## config.mk

```make
export PLATFORM = sky130hd
export DESIGN_NAME = sbs_sequencer
export DESIGN_NICKNAME = d
export VERILOG_FILES = /design/src/rtl/sbs_pkg.sv /design/src/rtl/sbs_sequencer.sv /design/src/rtl/sbs_colgen.sv /design/src/rtl/sbs_fifo.sv
export VERILOG_INCLUDE_DIRS = /design/src /design/src/rtl
export SDC_FILE = /design/constraint.sdc
export NUM_CORES = 1
export LEC_CHECK = 0
export BUFFER_PORTS_ARGS = -buffer_cell sky130_fd_sc_hd__buf_2
export CAP_MARGIN = 30
export CORE_ASPECT_RATIO = 0.7
export CORE_MARGIN = 2
export CORE_UTILIZATION = 61
export DETAILED_ROUTE_END_ITERATION = 8
export GPL_TIMING_DRIVEN = 0
export PLACE_DENSITY = 0.86
export SETUP_SLACK_MARGIN = 0.02
export SLEW_MARGIN = 20
export SYNTH_ARGS = -nofsm -noshare
export SYNTH_HDL_FRONTEND = slang
export SYNTH_SLANG_ARGS = --single-unit
```

## constraint.sdc

```tcl
create_clock -name mclk -period 3.85 [get_ports mclk]
set_input_delay 0.1925 -clock mclk [delete_from_list [all_inputs] [get_ports mclk]]
set_output_delay 0.1925 -clock mclk [all_outputs]
set_load 0.03 [all_outputs]
```

## src/rtl/sbs_params.svh

```systemverilog
// constants for the burst column sequencer
`ifndef SBS_PARAMS_SVH
`define SBS_PARAMS_SVH
`define SBS_MODE_W 12
`define SBS_BL_LSB 0
`define SBS_BL_MSB 2
`define SBS_ORDER_BIT 3
`define SBS_LAT_LSB 4
`define SBS_LAT_MSB 6
`define SBS_OPM_LSB 7
`define SBS_OPM_MSB 8
`define SBS_WBM_BIT 9
`define SBS_BL_1 3'h0
`define SBS_BL_2 3'h1
`define SBS_BL_4 3'h2
`define SBS_BL_8 3'h3
`define SBS_BL_PAGE 3'h7
`define SBS_LAT_2 3'h2
`define SBS_LAT_3 3'h3
`define SBS_OPM_NORMAL 2'h0
`define SBS_COL_MSB_SMALL 7
`define SBS_COL_MSB_LARGE 8
`define SBS_FIFO_DEPTH 16
`endif

```

## src/rtl/sbs_pkg.sv

```systemverilog
// types and burst-length decode shared by the sequencer files
`include "sbs_params.svh"
package sbs_pkg;
    typedef logic [2:0] sbs_bl_t;
    typedef enum logic {ST_IDLE, ST_BURST} sbs_state_t;

    // log2 of the block size; reserved codes behave as length one
    function automatic logic [1:0] sbs_blk_log2(input sbs_bl_t c);
        case (c)
            `SBS_BL_2: sbs_blk_log2 = 2'h1;
            `SBS_BL_4: sbs_blk_log2 = 2'h2;
            `SBS_BL_8: sbs_blk_log2 = 2'h3;
            default: sbs_blk_log2 = 2'h0;
        endcase
    endfunction

    function automatic logic sbs_is_page(input sbs_bl_t c);
        sbs_is_page = (c == `SBS_BL_PAGE);
    endfunction
endpackage

```

## src/rtl/sbs_sequencer.sv

```systemverilog
// burst column sequencer with mode register and read latency pipeline
`timescale 1ns/1ps
`default_nettype none
`include "sbs_params.svh"
module sbs_sequencer #(
    parameter int COL_MSB = `SBS_COL_MSB_LARGE,
    parameter int DQ_W = 16,
    parameter int FIFO_DEPTH = `SBS_FIFO_DEPTH
) (
    // clock and reset
    input wire logic mclk,
    input wire logic rstn,
    // command bus from the controller
    input wire logic cmd_read,
    input wire logic cmd_write,
    input wire logic cmd_stop,
    input wire logic cmd_load_mode,
    input wire logic [`SBS_MODE_W-1:0] cmd_addr,
    input wire logic [DQ_W-1:0] dq_in,
    // data pins and status toward the controller
    output logic [DQ_W-1:0] dq_out,
    output logic dq_oe,
    output logic wr_ready,
    output logic burst_busy,
    // cell array read port, data returned in the same cycle
    output logic arr_rd_en,
    output logic [COL_MSB:0] arr_rd_addr,
    input wire logic [DQ_W-1:0] arr_rdata,
    // cell array write port
    output logic arr_wr_valid,
    output logic [COL_MSB:0] arr_wr_addr,
    output logic [DQ_W-1:0] arr_wr_data,
    input wire logic arr_wr_ready
);
    import sbs_pkg::*;

    localparam int COL_W = COL_MSB + 1;

    // mode register fields
    sbs_bl_t bl_ff;
    logic intl_ff;
    logic [2:0] lat_ff;
    logic wbm_ff;
    // burst generator state
    sbs_state_t state_ff;
    sbs_state_t nxt_state;
    logic [COL_MSB:0] start_ff;
    logic [COL_MSB:0] nxt_start;
    logic [COL_MSB:0] beat_ff;
    logic [COL_MSB:0] nxt_beat;
    sbs_bl_t eff_ff;
    sbs_bl_t nxt_eff;
    logic [COL_MSB:0] col_ff;
    logic [COL_MSB:0] nxt_col;
    logic col_v_ff;
    logic nxt_col_v;
    logic wr_ff;
    logic nxt_wr;
    logic [DQ_W-1:0] wdata_ff;
    logic [DQ_W-1:0] nxt_wdata;
    // read data pipeline
    logic rd_en_ff;
    logic p1_v_ff;
    logic [DQ_W-1:0] p1_d_ff;
    logic dq_oe_ff;
    logic [DQ_W-1:0] dq_out_ff;
    // glue
    logic cmd_go;
    logic stall;
    logic fifo_rdy;
    logic load_take;
    logic lat3;
    logic [COL_MSB:0] gen_start;
    logic [COL_MSB:0] gen_beat;
    sbs_bl_t gen_bl;
    logic [COL_MSB:0] gen_col;

    // block mask of a length code, all ones for a whole page
    function automatic logic [COL_MSB:0] blk_mask(input sbs_bl_t c);
        if (sbs_is_page(c)) begin
            blk_mask = '1;
        end else begin
            blk_mask = COL_W'((1 << sbs_blk_log2(c)) - 1);
        end
    endfunction

    assign cmd_go = cmd_read || cmd_write;
    // a write beat the fifo cannot take freezes the generator
    assign stall = col_v_ff && wr_ff && !fifo_rdy;
    // the mode is only taken while no burst runs and in the normal mode
    assign load_take = cmd_load_mode && !cmd_go && !cmd_stop && !stall
        && (state_ff == ST_IDLE)
        && (cmd_addr[`SBS_OPM_MSB:`SBS_OPM_LSB] == `SBS_OPM_NORMAL);
    // reserved latency codes fall back to the slower setting
    assign lat3 = (lat_ff != `SBS_LAT_2);

    // mode register, loaded from the address lines
    always_ff @(posedge mclk) begin
        if (!rstn) begin
            bl_ff <= `SBS_BL_1;
            intl_ff <= 1'b0;
            lat_ff <= `SBS_LAT_2;
            wbm_ff <= 1'b0;
        end else if (load_take) begin
            bl_ff <= cmd_addr[`SBS_BL_MSB:`SBS_BL_LSB];
            intl_ff <= cmd_addr[`SBS_ORDER_BIT];
            lat_ff <= cmd_addr[`SBS_LAT_MSB:`SBS_LAT_LSB];
            wbm_ff <= cmd_addr[`SBS_WBM_BIT];
        end
    end

    // one generator serves both the first column and the later beats
    assign gen_start = cmd_go ? cmd_addr[COL_MSB:0] : start_ff;
    assign gen_beat = cmd_go ? '0 : COL_W'(beat_ff + 1'b1);
    assign gen_bl = cmd_go ? nxt_eff : eff_ff;

    sbs_colgen #(.COL_W(COL_W)) u_colgen (
        .start(gen_start),
        .beat(gen_beat),
        .bl_code(gen_bl),
        .order_intl(intl_ff),
        .col(gen_col)
    );

    // next beat: new command, stop, or the next column of a running burst
    always_comb begin
        nxt_state = state_ff;
        nxt_start = start_ff;
        nxt_beat = beat_ff;
        nxt_eff = eff_ff;
        nxt_col = col_ff;
        nxt_col_v = 1'b0;
        nxt_wr = wr_ff;
        nxt_wdata = wdata_ff;
        if (cmd_go) begin
            // single-location writes when the write burst bit is set
            nxt_eff = (cmd_write && wbm_ff) ? `SBS_BL_1 : bl_ff;
        end
        if (stall) begin
            nxt_col_v = 1'b1;
        end else if (cmd_go) begin
            nxt_start = cmd_addr[COL_MSB:0];
            nxt_beat = '0;
            nxt_col = gen_col;
            nxt_col_v = 1'b1;
            nxt_wr = cmd_write;
            nxt_wdata = dq_in;
            nxt_state = (blk_mask(nxt_eff) == '0) ? ST_IDLE : ST_BURST;
        end else if (cmd_stop) begin
            nxt_state = ST_IDLE;
        end else begin
            case (state_ff)
                ST_BURST: begin
                    nxt_beat = gen_beat;
                    nxt_col = gen_col;
                    nxt_col_v = 1'b1;
                    nxt_wdata = dq_in;
                    // a whole page runs until stopped, wrapping in the row
                    if (!sbs_is_page(eff_ff) && gen_beat == blk_mask(eff_ff)) begin
                        nxt_state = ST_IDLE;
                    end
                end
                default: nxt_state = ST_IDLE;
            endcase
        end
    end

    // burst generator registers
    always_ff @(posedge mclk) begin
        if (!rstn) begin
            state_ff <= ST_IDLE;
            start_ff <= '0;
            beat_ff <= '0;
            eff_ff <= `SBS_BL_1;
            col_ff <= '0;
            col_v_ff <= 1'b0;
            wr_ff <= 1'b0;
            wdata_ff <= '0;
            rd_en_ff <= 1'b0;
        end else begin
            state_ff <= nxt_state;
            start_ff <= nxt_start;
            beat_ff <= nxt_beat;
            eff_ff <= nxt_eff;
            col_ff <= nxt_col;
            col_v_ff <= nxt_col_v;
            wr_ff <= nxt_wr;
            wdata_ff <= nxt_wdata;
            rd_en_ff <= nxt_col_v && !nxt_wr && !stall;
        end
    end

    // read pipeline: one extra stage when the latency is three
    always_ff @(posedge mclk) begin
        if (!rstn) begin
            p1_v_ff <= 1'b0;
            p1_d_ff <= '0;
            dq_oe_ff <= 1'b0;
            dq_out_ff <= '0;
        end else begin
            p1_v_ff <= rd_en_ff;
            p1_d_ff <= arr_rdata;
            dq_oe_ff <= lat3 ? p1_v_ff : rd_en_ff;
            dq_out_ff <= lat3 ? p1_d_ff : arr_rdata;
        end
    end

    // write beats queue here so a slow array back-pressures the controller
    sbs_fifo #(.W(COL_W + DQ_W), .DEPTH(FIFO_DEPTH)) u_wfifo (
        .mclk(mclk),
        .rstn(rstn),
        .in_valid(col_v_ff && wr_ff),
        .in_ready(fifo_rdy),
        .in_data({col_ff, wdata_ff}),
        .out_valid(arr_wr_valid),
        .out_ready(arr_wr_ready),
        .out_data({arr_wr_addr, arr_wr_data})
    );

    assign wr_ready = fifo_rdy;
    assign dq_out = dq_out_ff;
    assign dq_oe = dq_oe_ff;
    assign burst_busy = col_v_ff;
    assign arr_rd_en = rd_en_ff;
    assign arr_rd_addr = col_ff;
endmodule
`default_nettype wire

```

## src/rtl/sbs_colgen.sv

```systemverilog
// column address generator: block bits kept, low bits ordered
`timescale 1ns/1ps
`default_nettype none
module sbs_colgen #(
    parameter int COL_W = 9
) (
    // burst start, beat count and mode
    input wire logic [COL_W-1:0] start,
    input wire logic [COL_W-1:0] beat,
    input wire sbs_pkg::sbs_bl_t bl_code,
    input wire logic order_intl,
    // resulting column
    output logic [COL_W-1:0] col
);
    import sbs_pkg::*;

    logic [COL_W-1:0] mask;
    logic [COL_W-1:0] low;

    // length one gives an empty mask, so the order bit has no effect
    always_comb begin
        if (sbs_is_page(bl_code)) begin
            mask = '1;
        end else begin
            mask = COL_W'((1 << sbs_blk_log2(bl_code)) - 1);
        end
        // whole page has no interleaved form, so it always counts up
        if (order_intl && !sbs_is_page(bl_code)) begin
            low = start ^ beat;
        end else begin
            low = COL_W'(start + beat);
        end
        col = (start & ~mask) | (low & mask);
    end
endmodule
`default_nettype wire

```

## src/rtl/sbs_fifo.sv

```systemverilog
// write-beat fifo between the column sequencer and the cell array
`timescale 1ns/1ps
`default_nettype none
module sbs_fifo #(
    parameter int W = 25,
    parameter int DEPTH = 16
) (
    // clock and reset
    input wire logic mclk,
    input wire logic rstn,
    // filling side
    input wire logic in_valid,
    output logic in_ready,
    input wire logic [W-1:0] in_data,
    // draining side
    output logic out_valid,
    input wire logic out_ready,
    output logic [W-1:0] out_data
);
    localparam int AW = $clog2(DEPTH);
    logic [W-1:0] mem [DEPTH];
    logic [AW-1:0] wptr_ff;
    logic [AW-1:0] rptr_ff;
    logic [AW:0] cnt_ff;
    logic full_ff;
    logic empty_ff;
    logic push;
    logic pop;
    logic [AW:0] nxt_cnt;

    assign push = in_valid && !full_ff;
    assign pop = !empty_ff && out_ready;
    assign nxt_cnt = cnt_ff + (AW+1)'(push) - (AW+1)'(pop);
    assign in_ready = !full_ff;
    assign out_valid = !empty_ff;
    assign out_data = mem[rptr_ff];

    // storage needs no reset; only slots behind the pointers are read
    always_ff @(posedge mclk) begin
        if (push) begin
            mem[wptr_ff] <= in_data;
        end
    end

    // pointers and flags kept as flops so the port levels are clean
    always_ff @(posedge mclk) begin
        if (!rstn) begin
            wptr_ff <= '0;
            rptr_ff <= '0;
            cnt_ff <= '0;
            full_ff <= 1'b0;
            empty_ff <= 1'b1;
        end else begin
            if (push) begin
                wptr_ff <= (wptr_ff == AW'(DEPTH - 1)) ? '0 : AW'(wptr_ff + 1'b1);
            end
            if (pop) begin
                rptr_ff <= (rptr_ff == AW'(DEPTH - 1)) ? '0 : AW'(rptr_ff + 1'b1);
            end
            cnt_ff <= nxt_cnt;
            full_ff <= (nxt_cnt == (AW+1)'(DEPTH));
            empty_ff <= (nxt_cnt == '0);
        end
    end
endmodule
`default_nettype wire

```

==> flow_summary.yaml <==
min_path:
  hp-class: "in2reg"
  hold_depth: 3
die:
  rows: 55
  core_area_um2: 32300
  die_area_um2: 34300
  ios: 106
  fp.dieW_um: 220
  fp.dieH_um: 156
  start_util_pct: 62.0
final_layout:
  stdcell_count: 1853
  fill_cells: 1824
  syn2layout_area_growth_pct: 17.7
  layout_commonest_cell: "edfxtp_1"
  design_area_um2: 23500
  final_nets: 1461
  mostFrequentLayoutCells: "edfxtp_1, mux4_2, nand2_1"
  diodes: 0
  drive_above_1_share_pct: 26.4
  final_core_util_pct: 72.9
synth:
  synthCells: 1168
  synth_area_um2: 20000
  synth-seq-cells: 511
  yosysUniqueCellTypes: 57
  yosysSeqAreaShare_pct: 71.2
  syn-num-nets: 1240
  ys.flop_type: "edfxtp_1"
  synth-edff-count: 400
  async_flop_share_pct: 0
  synth_area_per_cell_um2: 17.1
  yosysWarnings: 0
critical_path:
  critPathKind: "reg2reg"
  crit_fanout: 8
  arrival_ps: 4160
  reg2reg_depth: 13
  cp-end-kind: "flop"
  start_kind: "flop"
  required_ps: 4330
timing:
  final_hold_viol_count: 0
  clock.fmax_mhz: 272
  final.setup.worst_slack_ps: 179
  relSlewSlack_pct: 31.6
  final.period_utilization_pct: 95.4
  grt_setup_unrepaired: "no"
  finalHoldWorstSlack_ps: 29.1
  finalCriticalPeriod_ps: 3670
  tightest_slew_ps: 1030
  setup-tns-final_ps: 0
  setup_viol: 0
  maxSlewViolCount: 0
  clock_skew_ps: 21.4
global_route:
  grt_overflow: 0
  antenna_found_initial: 0
  grt_usage_pct: 30.9
  grt_pass1_vias: 12300
  grt_max_degree: 19
  grt_pass1_wl_mm: 76.4
run_status:
  status: "finished, violations left"
  violations: "design-rule violations"
power_and_ir_drop:
  cellLeakagePower_nw: 8.13
  power_mw: 12.3
  p_per_area_nw_per_um2: 522
  ir_worst_vdd_uv: 421
clocking:
  cts_tree: "yes"
  post_cts_resized: 0
  cts_root_buffer: "clkbuf_16"
  clockBufferDepth: 3
  clk_pin_slew_ps: 70
  htreeDepth: 2
  insertion_delay_ps: 570
  cts_buffers: 47
  numClockSinks: 511
placement:
  dp.cells: 1723
  post-place-ws_ps: 448
  gp_congestion: 0.895
  io_buffers: 103
  placed_area_um2: 21600
  dp_hpwl_mm: 31.1
detailed_routing:
  ant_nets: 0
  wirelength_mm: 50.9
  drtIter0Drc: 1912
  via_per_inst: 6.56
  vias: 12200
  drc_errors: 5
  avgRoutedWirePerCell_um: 27.5
  firstDrtPassIters: 9
flow_run:
  maxCapViolCount: 0
==> critical path, stage by stage (launching register included) <==
cell       delay (ps)
dfxtp_1           520
ha_1              210
clkbuf_1          350
nand2_1           130
nor2_1            180
xnor2_1           100
nor2_1            230
ha_1              360
a2111oi_0         630
o21ai_0           280
nand2_1           180
xnor2_1           130
nor2_1             50
o31ai_1           230
==> metal layers <==
metal,wire [um],track usage (%),vias up
met5,0,0,-
met4,1780,10.6,0
met3,5970,7.70,168
met2,24200,48.7,942
met1,19000,42.6,6089
li1,-,-,4965
==> Yosys cell counts, types with 3 or more instances <==
cell type	n	area (um^2)
edfxtp_1	400	12000
mux4_2	125	2820
nand2_1	123	462
dfxtp_1	111	2220
a21oi_1	63	315
nor2_1	61	229
clkbuf_1	44	165
and2_1	25	156
ha_1	19	238
inv_1	19	71.3
mux2i_1	17	170
xnor2_1	17	149
nor3_1	16	80.1
o21ai_0	15	75.1
buf_2	13	65.1
buf_4	9	67.6
nand3_1	9	45.0
a211oi_1	6	45.0
a31oi_1	6	37.5
a21o_1	5	37.5
nand4_1	5	31.3
and3_1	4	25.0
o21ai_1	4	20.0
xor2_1	4	35.0
a311oi_1	3	26.3
nand2b_1	3	18.8
nor2b_1	3	18.8
==> layout make-up <==
| class | instances | area [um^2] | area share [%] |
|---|---|---|---|
| inverter | 20 | 75.1 | 0.319 |
| multi-input combinational | 569 | 5500 | 23.4 |
| clock inverter | 26 | 199 | 0.845 |
| timing repair buffer | 172 | 1400 | 5.93 |
| clock buffer | 60 | 1300 | 5.53 |
| tap | 427 | 534 | 2.27 |
| buffer | 68 | 305 | 1.30 |
| sequential | 511 | 14200 | 60.5 |
==> path summary, 6_finish.rpt <==
kind,start,end,slack (ps)
max,beat_ff[0],arr_rd_addr[7],180
min,cmd_stop,burst_busy,30
max reg2reg,beat_ff[0],arr_rd_addr[7],180
min reg2reg,p1_d_ff[0],dq_out[0],440
==> flip-flops by register name, summed over array words and instances, names as in the netlist, 3 cells and up, named ones only <==
register and flops:
u_wfifo.mem 400, u_wfifo.cnt_ff 5, u_wfifo.wptr_ff 4, beat_ff 9
eff_ff 3, dq_out 16, arr_rd_addr 9, bl_ff 3
p1_d_ff 16, start_ff 9, u_wfifo.rptr_ff 4, wdata_ff 16
lat_ff 3
==> power breakdown <==
part	total [mW]	leakage, nW	internal [mW]	switching (mW)
logic	1.46	2.82	0.645	0.813
clock network	4.61	0.733	2.59	2.02
registers	6.23	4.58	6.09	0.144
==> logic make-up (layout without fill, tap and decap cells) <==
logic type               after synthesis  in the layout  share of synthesized area [%]
multiplexers                         143            143                           15.0
buffers and inverters                 88            346                           1.90
XOR/XNOR                              21             21                          0.920
AND/OR/NAND/NOR                      263            263                           5.95
flip-flops                           511            511                           71.2
AO/OA/AOI/OAI                        120            120                           3.64
adder cells (fa/ha/maj)               22             22                           1.45
==> timing repair <==
action,CTS,global route
setup endpoints to repair,0,0
hold buffers,42,0
setup buffers,0,0
hold endpoints to repair,58,0
(Power assumes the default switching activity.)
